--- src/sdp_defs.svh ---
`ifndef SDP_DEFS_SVH
`define SDP_DEFS_SVH

// calibration character and unlock key
`define SDP_CAL_CHAR 8'h80
`define SDP_KEY0 8'heb
`define SDP_KEY1 8'h5a
`define SDP_KEY2 8'h70
`define SDP_KEY3 8'hcd
// low run of the calibration character, in bit times
`define SDP_CAL_LOW_BITS 4'h8
// break length, received in bit times, sent in characters
`define SDP_BREAK_BITS 4'h9
`define SDP_TX_BREAK_CHARS 3'h4
`define SDP_CHAR_BITS 4'ha
// divisor limits in clocks per bit
`define SDP_DIV_MIN 16'h0004
`define SDP_DIV_MAX 16'h0200
// debug control bit position in the control byte
`define SDP_CTRL_MODE_BIT 7
// host holds line low this long after reset
`define SDP_POST_RESET_LOW_CYC 5000

`endif

--- src/sdp_pkg.sv ---
package sdp_pkg;
    typedef struct packed {
        logic [7:0] data;
        logic valid;
    } sdp_char_t;

    typedef struct packed {
        logic breakpoint_instruction;
        logic frame;
        logic collide;
    } sdp_err_t;
endpackage

--- src/sdp_debug_port.sv ---
// Functional notes
// - one open-drain half-duplex line; never transmit and receive together.
// - characters are start low, eight data bits lsb first, stop high.
// - idle after reset until calibration character 80h arrives.
// - divisor measured from eight-bit low run of calibration character.
// - baud from system clock, clock/512 down to clock/4.
// - low for nine or more bit times is break; recalibrate.
// - low stop bit flags a framing error.
// - line low while sending a high bit is a collision.
// - on any error abort, send four-character break, reset baud.
// - received break keeps control register and debug mode.
// - unit held in reset during break until line high.
// - in debug mode the cpu fetch idles and halt exits.
// - watchdog refreshed continuously while in debug mode.
// - breakpoint instruction enters debug mode (small package: once unlocked).
// - line low at last reset cycle enters debug mode (large packages).
// - leave debug mode on control bit cleared or any reset.
// - line low in stop mode starts a full system reset.
// - small package: pin is gpio unless unlocked during reset.
// - unlock key 80h then eb,5a,70,cd accepted only.
`timescale 1ns/1ps
`include "sdp_defs.svh"

module sdp_debug_port #(
    parameter bit SMALL_PACKAGE = 1'b0,
    parameter int DIV_WIDTH = 16
) (
    input wire logic clk,
    input wire logic nrst,
    input wire logic sysResetActive,
    input wire logic debugLineIn,
    output logic debugLineOut,
    output logic debugLineOe,
    input wire sdp_pkg::sdp_char_t txChar,
    output logic txReady,
    output sdp_pkg::sdp_char_t rxChar,
    output sdp_pkg::sdp_err_t serialError,
    output logic abortCommand,
    output logic baudLocked,
    input wire logic breakpointInstruction,
    input wire logic controlWrite,
    input wire logic [7:0] controlData,
    input wire logic stopMode,
    output logic debugModeControlBit,
    output logic cpuFetchIdle,
    output logic haltExit,
    output logic watchdogRefresh,
    output logic systemResetRequest,
    output logic debugPinUnlocked
);
    typedef enum {ST_CAL_WAIT, ST_CAL_MEASURE, ST_IDLE, ST_RX, ST_TX, ST_BREAK_TX, ST_BREAK_WAIT} sdp_state_t;

    // line synchroniser
    logic sync1Reg, lineReg;
    always_ff @(posedge clk or negedge nrst) begin
        if (!nrst) begin
            sync1Reg <= 1'b1;
            lineReg <= 1'b1;
        end else begin
            sync1Reg <= debugLineIn;
            lineReg <= sync1Reg;
        end
    end

    sdp_state_t stateReg, stateNext;
    logic [DIV_WIDTH-1:0] divReg, divNext;
    logic [DIV_WIDTH+3:0] cntReg, cntNext;
    logic [DIV_WIDTH+3:0] lowReg;
    logic [3:0] bitReg, bitNext;
    logic [2:0] brkCharReg, brkCharNext;
    logic [9:0] shiftReg, shiftNext;
    logic txLowReg, txLowNext;
    logic lockedReg, lockedNext;
    logic [2:0] keyReg, keyNext;
    logic unlockReg, modeReg, resetSeenReg;
    sdp_pkg::sdp_char_t rxReg, rxNext;
    sdp_pkg::sdp_err_t errReg, errNext;

    // decodes: full bit, half bit, break length
    logic [DIV_WIDTH+3:0] divWide, halfBit, breakLen;
    logic bitDone, lineLow, breakSeen, lineUsable;
    logic [DIV_WIDTH-1:0] measDiv;
    assign divWide = {4'h0, divReg};
    assign halfBit = {5'h00, divReg[DIV_WIDTH-1:1]};
    assign breakLen = divWide * `SDP_BREAK_BITS;
    assign bitDone = (cntReg == divWide - 1'b1);
    // measure counter starts at zero, so the run is one edge longer than it reads
    assign measDiv = DIV_WIDTH'((cntReg + 1'b1) >> 3);
    // key bytes arrive before unlock, so the line is usable during reset
    assign lineUsable = !SMALL_PACKAGE || unlockReg || sysResetActive;
    assign lineLow = lineUsable && !lineReg;
    // break: low run of nine bit times once baud is known
    assign breakSeen = lockedReg && lineLow && (lowReg >= breakLen);

    // low run counter, cleared by a high line
    always_ff @(posedge clk or negedge nrst) begin
        if (!nrst) begin
            lowReg <= '0;
        end else if (!lineLow) begin
            lowReg <= '0;
        end else if (!(&lowReg)) begin
            lowReg <= lowReg + 1'b1;
        end
    end

    // serial engine
    always_comb begin
        stateNext = stateReg;
        divNext = divReg;
        cntNext = cntReg + 1'b1;
        bitNext = bitReg;
        brkCharNext = brkCharReg;
        shiftNext = shiftReg;
        txLowNext = 1'b0;
        lockedNext = lockedReg;
        rxNext = '{data: rxReg.data, valid: 1'b0};
        errNext = '0;
        case (stateReg)
            ST_CAL_WAIT: begin
                cntNext = '0;
                if (lineLow) begin
                    stateNext = ST_CAL_MEASURE;
                end
            end
            ST_CAL_MEASURE: begin
                if (!lineLow) begin
                    // eight-bit low run gives clocks per bit
                    divNext = measDiv;
                    if (measDiv >= `SDP_DIV_MIN &&
                        measDiv <= `SDP_DIV_MAX) begin
                        lockedNext = 1'b1;
                        stateNext = ST_IDLE;
                    end else begin
                        stateNext = ST_CAL_WAIT;
                    end
                end else if (cntReg[DIV_WIDTH+3]) begin
                    stateNext = ST_BREAK_WAIT;
                end
            end
            ST_IDLE: begin
                cntNext = '0;
                bitNext = '0;
                if (lineLow) begin
                    stateNext = ST_RX;
                end else if (txChar.valid) begin
                    // transmit only while nothing is received
                    shiftNext = {1'b1, txChar.data, 1'b0};
                    stateNext = ST_TX;
                end
            end
            ST_RX: begin
                if (bitReg == 4'h0 && cntReg == halfBit) begin
                    // start bit must still be low at mid bit
                    cntNext = '0;
                    bitNext = 4'h1;
                    if (!lineLow) begin
                        stateNext = ST_IDLE;
                    end
                end else if (bitReg != 4'h0 && bitDone) begin
                    cntNext = '0;
                    bitNext = bitReg + 1'b1;
                    shiftNext = {lineReg, shiftReg[9:1]}; // lsb first
                    if (bitReg == 4'h9) begin
                        stateNext = ST_IDLE;
                        if (!lineReg) begin
                            errNext.frame = 1'b1;
                            stateNext = ST_BREAK_TX;
                            bitNext = '0;
                            brkCharNext = '0;
                        end else begin
                            rxNext = '{data: shiftReg[9:2], valid: 1'b1};
                        end
                    end
                end
            end
            ST_TX: begin
                txLowNext = !shiftReg[0];
                if (shiftReg[0] && cntReg == halfBit && lineLow) begin
                    errNext.collide = 1'b1;
                    stateNext = ST_BREAK_TX;
                    cntNext = '0;
                    bitNext = '0;
                    brkCharNext = '0;
                end else if (bitDone) begin
                    cntNext = '0;
                    shiftNext = {1'b1, shiftReg[9:1]};
                    bitNext = bitReg + 1'b1;
                    if (bitReg == `SDP_CHAR_BITS - 1'b1) begin
                        stateNext = ST_IDLE;
                    end
                end
            end
            ST_BREAK_TX: begin
                txLowNext = 1'b1; // four characters of low
                lockedNext = 1'b0; // baud logic reset at once
                if (bitDone) begin
                    cntNext = '0;
                    bitNext = bitReg + 1'b1;
                    if (bitReg == `SDP_CHAR_BITS - 1'b1) begin
                        bitNext = '0;
                        brkCharNext = brkCharReg + 1'b1;
                        if (brkCharReg == `SDP_TX_BREAK_CHARS - 1'b1) begin
                            txLowNext = 1'b0;
                            stateNext = ST_BREAK_WAIT;
                        end
                    end
                end
            end
            ST_BREAK_WAIT: begin
                // held until line returns high, then recalibrate
                lockedNext = 1'b0;
                cntNext = '0;
                if (!lineLow) begin
                    stateNext = ST_CAL_WAIT;
                end
            end
            default: stateNext = ST_CAL_WAIT;
        endcase
        // host break wins over idle, receive and transmit, but not over a break already being sent
        if (breakSeen && stateReg != ST_BREAK_TX && stateReg != ST_BREAK_WAIT) begin
            errNext = '{breakpoint_instruction: 1'b1, frame: 1'b0, collide: 1'b0};
            stateNext = ST_BREAK_TX;
            txLowNext = 1'b1;
            cntNext = '0;
            bitNext = '0;
            brkCharNext = '0;
        end
    end

    always_ff @(posedge clk or negedge nrst) begin
        if (!nrst) begin
            stateReg <= ST_CAL_WAIT;
            divReg <= '0;
            cntReg <= '0;
            bitReg <= '0;
            brkCharReg <= '0;
            shiftReg <= '1;
            txLowReg <= 1'b0;
            lockedReg <= 1'b0;
            rxReg <= '0;
            errReg <= '0;
        end else begin
            stateReg <= stateNext;
            divReg <= divNext;
            cntReg <= cntNext;
            bitReg <= bitNext;
            brkCharReg <= brkCharNext;
            shiftReg <= shiftNext;
            txLowReg <= txLowNext;
            lockedReg <= lockedNext;
            rxReg <= rxNext;
            errReg <= errNext;
        end
    end

    // unlock key tracker, only while system reset holds
    logic [7:0] keyByte;
    always_comb begin
        case (keyReg)
            3'h0: keyByte = `SDP_CAL_CHAR;
            3'h1: keyByte = `SDP_KEY0;
            3'h2: keyByte = `SDP_KEY1;
            3'h3: keyByte = `SDP_KEY2;
            default: keyByte = `SDP_KEY3;
        endcase
        keyNext = keyReg;
        if (!sysResetActive) begin
            keyNext = '0;
        end else if (stateReg == ST_CAL_MEASURE && stateNext == ST_IDLE) begin
            keyNext = 3'h1;
        end else if (rxReg.valid && keyReg != 3'h0 && keyReg != 3'h5) begin
            keyNext = (rxReg.data == keyByte) ? keyReg + 1'b1 : 3'h0;
        end
    end

    // debug mode control; break and errors leave it alone
    logic modeNext;
    assign modeNext = (breakpointInstruction && lineUsable)
        || (controlWrite && controlData[`SDP_CTRL_MODE_BIT])
        || (modeReg && !(controlWrite && !controlData[`SDP_CTRL_MODE_BIT]));
    always_ff @(posedge clk or negedge nrst) begin
        if (!nrst) begin
            keyReg <= '0;
            unlockReg <= 1'b0;
            modeReg <= 1'b0;
            resetSeenReg <= 1'b0;
        end else begin
            keyReg <= keyNext;
            unlockReg <= unlockReg || (keyReg == 3'h5 && keyNext == 3'h5 && sysResetActive);
            resetSeenReg <= sysResetActive;
            if (sysResetActive) begin
                modeReg <= 1'b0;
            end else if (resetSeenReg && !SMALL_PACKAGE) begin
                modeReg <= !lineReg; // low at last reset cycle
            end else begin
                modeReg <= modeNext;
            end
        end
    end

    // pin drive: open-drain, enable only while pulling low
    assign debugLineOut = 1'b0;
    assign debugLineOe = txLowReg && lineUsable;
    assign txReady = (stateReg == ST_IDLE) && !lineLow;
    assign rxChar = rxReg;
    assign serialError = errReg;
    assign abortCommand = |errReg;
    assign baudLocked = lockedReg;
    assign debugModeControlBit = modeReg;
    assign cpuFetchIdle = modeReg;
    assign haltExit = modeReg;
    assign watchdogRefresh = modeReg;
    assign systemResetRequest = stopMode && lineLow;
    assign debugPinUnlocked = unlockReg;
endmodule

--- config.mk ---
export PLATFORM = sky130hd
export DESIGN_NAME = sdp_debug_port
export DESIGN_NICKNAME = d
export VERILOG_FILES = /design/src/sdp_pkg.sv /design/src/sdp_debug_port.sv
export VERILOG_INCLUDE_DIRS = /design/src /design/src/src
export SDC_FILE = /design/constraint.sdc
export NUM_CORES = 1
export LEC_CHECK = 0
export BUFFER_PORTS_ARGS = -buffer_cell sky130_fd_sc_hd__buf_2
export CORE_MARGIN = 3
export CORE_UTILIZATION = 55
export CTS_CLUSTER_DIAMETER = 100
export DETAILED_ROUTE_END_ITERATION = 16
export GPL_TIMING_DRIVEN = 0
export MAX_ROUTING_LAYER = met4
export PLACE_DENSITY_LB_ADDON = 0.08
export SKIP_CTS_REPAIR_TIMING = 1
export SLEW_MARGIN = 40
export SYNTH_ARGS = -nofsm -noshare
export SYNTH_HDL_FRONTEND = slang
export SYNTH_SLANG_ARGS = --single-unit
export TNS_END_PERCENT = 1
--- constraint.sdc ---
create_clock -name clk -period 5.4 [get_ports clk]
set_clock_uncertainty 0.05 [all_clocks]
set_input_delay 0.54 -clock clk [delete_from_list [all_inputs] [get_ports clk]]
set_output_delay 0.54 -clock clk [all_outputs]
set_load 0.1 [all_outputs]
==> tab_implementation.tex, run 1 <==
\begin{tabular}{lr}
\hline
Metric & Value \\
\hline
\multicolumn{2}{l}{\textbf{Status}} \\
\quad Outcome & complete, but fails checks \\
\quad Failing checks & hold timing \\
\multicolumn{2}{l}{\textbf{Timing}} \\
\quad Slew HR & 0.500 \\
\quad Setup violations, final & 0 \\
\quad Number of endpoints with negative hold slack in the final report & 10 \\
\quad F\_max & 196 MHz \\
\quad Summed negative setup slack over all endpoints & 0 ns \\
\quad Slew of the pin with the lowest slew margin & 0.744 ns \\
\quad Final critical-path required period & 5.10 ns \\
\quad Worst-case setup margin in the final layout & 0.299 ns \\
\quad Slew Viols, Final & 0 \\
\quad Portion of the clock cycle consumed by the worst path in the final layout & 0.945 \\
\quad Hold slack & -0.0178 ns \\
\quad RSZ-0062 raised after global routing & true \\
\multicolumn{2}{l}{\textbf{Clocking}} \\
\quad Buffer depth of the longest clock path & 2 \\
\quad Clock tree from TritonCTS & done \\
\quad CTS root buffer & clkbuf\_16 \\
\quad Number of levels the H-tree was split into & 4 \\
\quad Clock latency on the worst-skew pair & 0.44 ns \\
\quad Clock sinks & roughly 130 \\
\quad Clock input transition at the sequential cells of the worst setup and hold paths & 0.07 ns \\
\quad TritonCTS buffer count & 17 \\
\multicolumn{2}{l}{\textbf{Pwr}} \\
\quad Leakage power of the design & between 4 and 5 nW \\
\quad Fraction of power spent switching nets & 0.256 \\
\quad Sequential Power Share & 0.441 \\
\quad Largest vdd supply drop & about 0.38 mV \\
\quad Share of power burned in combinational logic & 0.035 \\
\quad Switching Power & approximately 0.00057 W \\
\quad Part of the power in the clock network & 0.524 \\
\quad Power Dens Cells & about 230 nW/um\^{}2 \\
\quad Internal power consumption & $\sim$0.0016 W \\
\multicolumn{2}{l}{\textbf{Placed design}} \\
\quad Final weighted congestion in routability-driven placement & 0.953 \\
\quad \# placed instances & between 1000 and 1500 \\
\quad Half-perimeter wire length of the detailed placement result & 14100 um \\
\quad DP Worst Slack & -0.813 ns \\
\quad Number of I/O port buffers & 38 \\
\multicolumn{2}{l}{\textbf{Synth}} \\
\quad Mean area per synthesized cell & around 9.5 sq um \\
\quad Most area-hungry cell type in the Yosys netlist & dfrtp\_1 \\
\quad Number of enable-type register cells in the synthesized netlist & 0 \\
\quad Most common cell in the netlist & dfrtp\_1 \\
\quad Post-synth top flop & dfrtp\_1 \\
\quad Top cells by count, synth & dfrtp\_1 (115), nor2\_1 (91), nand2\_1 (61) \\
\quad Gate Count Post-Synth & a little under 900 \\
\quad Synth cell types & 78 \\
\quad Flop and latch count out of synthesis & 127 \\
\quad Warnings from Yosys & 0 \\
\quad Async set-or-reset flop fraction in the synthesized netlist & 1.00 \\
\quad Top-area cell type share of the netlist area & 0.342 \\
\quad Share of the yosys chip area belonging to registers & 0.380 \\
\quad Top cells by area, synth & dfrtp\_1 (34\%), ha\_1 (8.8\%), xnor2\_1 (5.1\%), nor2\_1 (4.1\%), xor2\_1 (4.0\%) \\
\quad Area of the mapped netlist & between 8000 and 9000 sq um \\
\multicolumn{2}{l}{\textbf{Route}} \\
\quad Final ANT Viol Nets & 0 \\
\quad DR pass1 iterations & 6 \\
\quad DRC & 0 \\
\quad Number of DRC markers in iteration 0 & 513 \\
\quad WL final & 19400 um \\
\quad Per-cell via count in the routed design & roughly 5.8 \\
\quad Via count & slightly below 7000 \\
\quad Wire per inst & 16.5 um \\
\multicolumn{2}{l}{\textbf{Layout}} \\
\quad Share of final-layout standard cells stronger than drive strength 1 & 0.171 \\
\quad Layout fillers & 1229 \\
\quad Antenna Diode Count & 0 \\
\quad Number of non-filler instances in the completed layout & 1174 \\
\quad Final \#Nets & about 1100 \\
\quad Register Area & roughly 3200 sq um \\
\quad Syn-to-layout area delta & 15.4\% \\
\quad Area of the multi-input gates & a little under 5000 sq um \\
\quad Final core area utilization & 0.658 \\
\multicolumn{2}{l}{\textbf{Die}} \\
\quad Starting density of the core & 0.570 \\
\quad Placeable Area & roughly 15000 sq um \\
\quad Die Footprint & about 17000 sq um \\
\quad Core Rows & 44 \\
\quad I/O pin count & 47 \\
\quad Chip width & $\sim$130 um \\
\quad Die H & between 100 and 150 um \\
\multicolumn{2}{l}{\textbf{Worst setup path}} \\
\quad Startpoint type of the worst setup path & flop \\
\quad Crit. Startpoint & divReg[4] \\
\quad Kind of critical path & flop to flop \\
\quad Required time of the worst setup path & about 5.7 ns \\
\quad Endpoint class of the critical path & flop \\
\quad Largest driver fanout on the critical path & 7 \\
\quad Arrival time reported for the critical path endpoint & 5.38 ns \\
\quad Reg2Reg Launch Point & divReg[4] \\
\quad Number of cells traversed by the worst register-to-register path & 22 \\
\multicolumn{2}{l}{\textbf{Global routing}} \\
\quad Met1 capacity usage during global routing & 0.347 \\
\quad Initial antenna violation count & 0 \\
\quad Layer with the highest usage after global routing & met2 \\
\quad First-pass GRT wire length & about 32000 um \\
\quad Overall track demand over capacity in global routing & 0.249 \\
\quad Via count of the first global-routing pass & $\sim$6400 \\
\quad GR met2 Demand/Resource & 0.374 \\
\quad Global-route track usage on met3 & 0.0458 \\
\quad Pin count of the biggest net entering global routing & 65 \\
\quad Global-route congestion overflow total & 0 \\
\multicolumn{2}{l}{\textbf{Worst hold path}} \\
\quad Worst min-delay path category & input port to async pin \\
\multicolumn{2}{l}{\textbf{Flow run}} \\
\quad MaxCap Viol Count & 0 \\
\hline
\end{tabular}
## through the flow
stage | hold WS, ns | power (W) | cell area [sq um]
after detailed placement | 0.299 | 0.00107 | 8990
after floorplan | 0.194 | 0.00103 | 8520
after global placement | 0.298 | 0.00106 | 8940
after global routing | 0.0153 | 0.00228 | 9710
final | -0.0178 | 0.00221 | 9710
after CTS | 0.00515 | 0.00222 | 9570
## cell families after synthesis
family                   synth area share
buffers and inverters              0.0550
XOR/XNOR                           0.0906
AND/OR/NAND/NOR                     0.200
adder cells (fa/ha/maj)            0.0901
multiplexers                       0.0547
AO/OA/AOI/OAI                       0.129
flip-flops                          0.380
other                            0.000446
## per-layer routing
metal | wire, um | vias up
li1 | - | 3328
met1 | 9240 | 3233
met2 | 8990 | 194
met3 | 927 | 21
met4 | 257 | 0
met5 | 0 | -
## power by group through the flow
stage	clock network (W)	registers, W	logic (W)
after floorplan	0	0.000993	0.0000378
after global placement	0	0.000990	0.0000733
after detailed placement	0	0.000991	0.0000772
after CTS	0.00117	0.000974	0.0000774
after global routing	0.00122	0.000975	0.0000856
final	0.00116	0.000974	0.0000762
## area by class of cell
cell class	count	area share
multi-input cells	703	0.509
plain buffers	41	0.0322
flip-flops and latches	127	0.329
clock buffers	17	0.0438
clock inverters	15	0.0166
well taps	184	0.0237
inverters	40	0.0155
repair buffers	47	0.0296
## worst max-delay path, cell delays in order, from the launching register on
cell,delay [ns]
dfrtp_1,0.40
ha_1,0.31
ha_1,0.23
fa_2,0.35
a21o_1,0.18
a21oi_2,0.15
o21bai_1,0.11
a211oi_2,0.26
o31ai_2,0.13
o41ai_2,0.36
nor2b_1,0.09
o21ai_1,0.15
xnor2_1,0.09
ha_1,0.28
nand2_1,0.09
nor4_4,0.19
o211ai_1,0.17
a211oi_2,0.36
nor2_4,0.12
nor2_4,0.13
a21oi_1,0.07
a211oi_2,0.33
mux2_2,0.38
## layout by cell type (no fill, tap or decap), types with 9 or more instances in the layout
cell	n
nand3_1	29
and4_1	9
clkbuf_16	17
nor2_1	89
mux2i_1	27
a21oi_1	33
xnor2_1	49
dfrtp_1	114
buf_4	12
ha_1	59
a31oi_1	11
conb_1	30
and3_1	13
clkbuf_1	15
nor3_1	28
mux2_2	13
dfstp_2	12
xor2_1	38
o21ai_0	32
inv_1	40
nand2_1	61
buf_6	10
buf_2	42
nor4_1	18
nand4_1	17
o31ai_1	13
## path summary, 6_finish.rpt
check                      slack, ns             to
hold reg to reg                 0.31        lineReg
min in group clk                0.15       sync1Reg
setup reg to reg                0.30  brkCharReg[1]
max in group asynchronous       4.59       sync1Reg
hold / removal                 -0.02      lowReg[6]
setup / recovery                0.30  brkCharReg[1]
## flip-flops by register name, indices dropped and copies added (netlist names), 3 cells and up
register     flops
divReg          16
bitReg           4
rxChar           9
keyReg           3
shiftReg        10
cntReg          20
brkCharReg       3
lowReg          20
serialError      3
stateReg        32
Note: power is estimated with default switching activity, not from simulation.
==> run 2, diff against run 1 <==
--- a/config.mk
+++ b/config.mk
@@ -8,12 +8,13 @@
 export LEC_CHECK = 0
 export BUFFER_PORTS_ARGS = -buffer_cell sky130_fd_sc_hd__buf_2
 export CORE_MARGIN = 3
-export CORE_UTILIZATION = 55
+export CORE_UTILIZATION = 40
 export CTS_CLUSTER_DIAMETER = 100
 export DETAILED_ROUTE_END_ITERATION = 16
 export GPL_TIMING_DRIVEN = 0
 export MAX_ROUTING_LAYER = met4
 export PLACE_DENSITY_LB_ADDON = 0.08
+export RECOVER_POWER = 25
 export SKIP_CTS_REPAIR_TIMING = 1
 export SLEW_MARGIN = 40
 export SYNTH_ARGS = -nofsm -noshare
==> tab_implementation.tex, run 2 (synthesized netlist as in run 1, its figures left out) <==
\begin{tabular}{lr}
\hline
Metric & Value \\
\hline
\multicolumn{2}{l}{\textbf{Worst setup path}} \\
\quad Kind of critical path & flop to flop \\
\quad CP max stage delay & 0.45 ns (+0.05 ns) \\
\quad Worst path bufs/invs & 1 (+1) \\
\quad Kind of cell with the highest combined delay on the critical path & compound AO/OA/AOI/OAI gates \\
\quad Arrival time reported for the critical path endpoint & 5.44 ns (+0.06 ns) \\
\quad Cell Chain, Critical Path & ha\_1, ha\_1, fa\_1, a21o\_1, a21oi\_2, o21bai\_1, a211oi\_2, o31ai\_1, o41ai\_2, nor2b\_1, o21ai\_1, xnor2\_1, ha\_1, nand2\_1, nor4\_4, o211ai\_1, a211oi\_2, nor2\_4, nor2\_4, a21oi\_1, a211oi\_2, buf\_4, mux2\_2 \\
\quad Startpoint type of the worst setup path & flop \\
\quad Reg2Reg Launch Point & divReg[1] \\
\quad Cell type of the slowest stage on the worst timing path & dfrtp\_2 \\
\quad Largest driver fanout on the critical path & 5 (-2) \\
\quad Crit. Startpoint & divReg[1] \\
\quad Required time of the worst setup path & 5.66 ns (about the same) \\
\quad Endpoint class of the critical path & flop \\
\multicolumn{2}{l}{\textbf{Layout}} \\
\quad Final core area utilization & 0.481 (-0.177) \\
\quad Largest register by flop count & stateReg \\
\quad Leading cell type in the layout, fill and taps excluded & dfrtp\_1 \\
\quad Share of final-layout standard cells stronger than drive strength 1 & 0.166 (-0.00421) \\
\quad Area of the multi-input gates & 4940 sq um (-0.10\%) \\
\quad Commonest cells after routing, fill and taps aside & dfrtp\_1 (114), nor2\_1 (89), nand2\_1 (61), ha\_1 (59), xnor2\_1 (49) \\
\quad Syn-to-layout area delta & 16.9\% \\
\quad Biggest registers after layout & stateReg: 32 flops, cntReg: 20 flops, lowReg: 20 flops \\
\quad Final \#Nets & 1062 (+0.094\%) \\
\quad Flip-flop count of the largest register after layout & 32 (unchanged) \\
\quad Register Area & 3190 sq um (unchanged) \\
\quad Layout fillers & 2045 (+66\%) \\
\quad Number of non-filler instances in the completed layout & 1261 (+7.4\%) \\
\quad Antenna Diode Count & 0 (unchanged) \\
\multicolumn{2}{l}{\textbf{Timing}} \\
\quad Hold slack & 0.162 ns (+0.179 ns) \\
\quad Setup violations, final & 0 (unchanged) \\
\quad F\_max & 193 MHz (-1.6\%) \\
\quad Slew of the pin with the lowest slew margin & 3.53 ns (+2.79 ns) \\
\quad Summed negative setup slack over all endpoints & 0 ns (unchanged) \\
\quad Slew HR & -1.35 (-1.85) \\
\quad Slew Viols, Final & 67 (+67) \\
\quad RSZ-0062 raised after global routing & true \\
\quad Number of endpoints with negative hold slack in the final report & 0 (-10) \\
\quad Portion of the clock cycle consumed by the worst path in the final layout & 0.960 (+0.0150) \\
\quad Final critical-path required period & 5.18 ns (+0.0812 ns) \\
\multicolumn{2}{l}{\textbf{Clocking}} \\
\quad CTS root buffer & clkbuf\_16 \\
\quad TritonCTS buffer count & 17 (unchanged) \\
\quad Buffer depth of the longest clock path & 2 (unchanged) \\
\quad Number of levels the H-tree was split into & 4 (unchanged) \\
\quad Clock sinks & 127 (unchanged) \\
\quad Clock tree from TritonCTS & done \\
\quad Clock input transition at the sequential cells of the worst setup and hold paths & 0.07 ns (about the same) \\
\quad Clock latency on the worst-skew pair & 0.42 ns (-0.02 ns) \\
\multicolumn{2}{l}{\textbf{Route}} \\
\quad Per-cell via count in the routed design & 5.29 (-8.3\%) \\
\quad Via count & 6673 (-1.5\%) \\
\quad Final ANT Viol Nets & 0 (unchanged) \\
\quad WL final & 20300 um (+4.4\%) \\
\quad DRC & 0 (unchanged) \\
\quad Number of DRC markers in iteration 0 & 271 (-47\%) \\
\quad Wire per inst & 16.1 um (-2.8\%) \\
\quad DR pass1 iterations & 4 (-2) \\
\multicolumn{2}{l}{\textbf{Pwr}} \\
\quad Total power of the final layout & 0.00218 W (-1.2\%) \\
\quad Leakage power of the design & 4.30 nW (+0.58\%) \\
\quad Largest vdd supply drop & 0.115 mV (-70\%) \\
\quad Power Dens Cells & 222 nW/um\^{}2 (-2.5\%) \\
\multicolumn{2}{l}{\textbf{Die}} \\
\quad Chip width & 151 um (+16\%) \\
\quad Starting density of the core & 0.412 (-0.158) \\
\quad I/O pin count & 47 (unchanged) \\
\quad Die H & 151 um (+16\%) \\
\quad Die Footprint & 22800 sq um (+36\%) \\
\quad Core Rows & 52 (+18\%) \\
\quad Placeable Area & 20400 sq um (+38\%) \\
\multicolumn{2}{l}{\textbf{Global routing}} \\
\quad Via count of the first global-routing pass & 6435 (+0.72\%) \\
\quad First-pass GRT wire length & 33400 um (+3.5\%) \\
\quad Overall track demand over capacity in global routing & 0.190 (-0.0594) \\
\quad Global-route congestion overflow total & 0 (unchanged) \\
\quad Initial antenna violation count & 0 (unchanged) \\
\quad Pin count of the biggest net entering global routing & 68 (+4.6\%) \\
\multicolumn{2}{l}{\textbf{Placed design}} \\
\quad Number of I/O port buffers & 38 (unchanged) \\
\quad Half-perimeter wire length of the detailed placement result & 15200 um (+7.7\%) \\
\quad \# placed instances & 1220 (+7.6\%) \\
\quad Final weighted congestion in routability-driven placement & 0.895 (-6.1\%) \\
\multicolumn{2}{l}{\textbf{Worst hold path}} \\
\quad Worst min-delay path category & input port to flop \\
\quad HP Start & debugLineIn \\
\multicolumn{2}{l}{\textbf{Flow run}} \\
\quad MaxCap Viol Count & 1 (+1) \\
\multicolumn{2}{l}{\textbf{Status}} \\
\quad Outcome & complete, but fails checks \\
\quad Failing checks & capacitance limit, slew limit \\
\hline
\end{tabular}
-- run 2: cell count changes in the layout (fill, tap and decap cells not counted), sizes merged --
cell,previous run,this run
clkinv,1,5
clkbuf,38,41
inv,50,49
clkinvlp,3,1
buf,67,65
bufinv,1,0
-- run 2: per-stage QoR --
| step | worst slack [ns] | area [sq um] |
|---|---|---|
| after floorplan | 0.267 | 8520 |
| after global placement | -0.911 | 9050 |
| after global routing | -0.0978 | 9830 |
| final | 0.218 | 9830 |
| after detailed placement | -0.899 | 9090 |
| after CTS | -0.937 | 9680 |
-- run 2: final cells by class --
class                   instances  share of cell area
plain buffers                  41              0.0321
clock buffers                  17              0.0433
well taps                     270              0.0344
repair buffers                 48              0.0313
clock inverters                15              0.0165
inverters                      40              0.0153
multi-input cells             703               0.502
flip-flops and latches        127               0.325
-- run 2: worst register-to-register path: stages (launching register included) --
cell	delay [ns]
dfrtp_2	0.45
ha_1	0.29
ha_1	0.23
fa_1	0.40
a21o_1	0.18
a21oi_2	0.17
o21bai_1	0.11
a211oi_2	0.23
o31ai_1	0.14
o41ai_2	0.35
nor2b_1	0.09
o21ai_1	0.15
xnor2_1	0.10
ha_1	0.28
nand2_1	0.08
nor4_4	0.20
o211ai_1	0.16
a211oi_2	0.37
nor2_4	0.09
nor2_4	0.17
a21oi_1	0.07
a211oi_2	0.20
buf_4	0.16
mux2_2	0.32
-- run 2: where the power goes --
part | total [W] | internal (W) | switching [W]
registers | 0.000973 | 0.000967 | 0.00000614
clock network | 0.00113 | 0.000619 | 0.000511
logic | 0.0000763 | 0.0000173 | 0.0000590
total | 0.00218 | 0.00160 | 0.000576
-- run 2: layer usage --
layer / global-route usage / routed length [um] / up-vias
li1: - / - / 3338
met1: 0.268 / 10100 / 3156
met2: 0.279 / 8990 / 140
met3: 0.0248 / 722 / 39
met4: 0.0712 / 493 / 0
met5: - / 0 / -
-- run 2: final timing paths --
kind | to | slack, ns | cells after the start
max in group asynchronous | stateReg[29] | 2.02 | 1
max reg2reg | brkCharReg[1] | 0.22 | 23
min reg2reg | lineReg | 0.31 | 0
min in group asynchronous | rxChar[1] | 1.26 | 1
min | sync1Reg | 0.16 | 1
max | brkCharReg[1] | 0.22 | 23
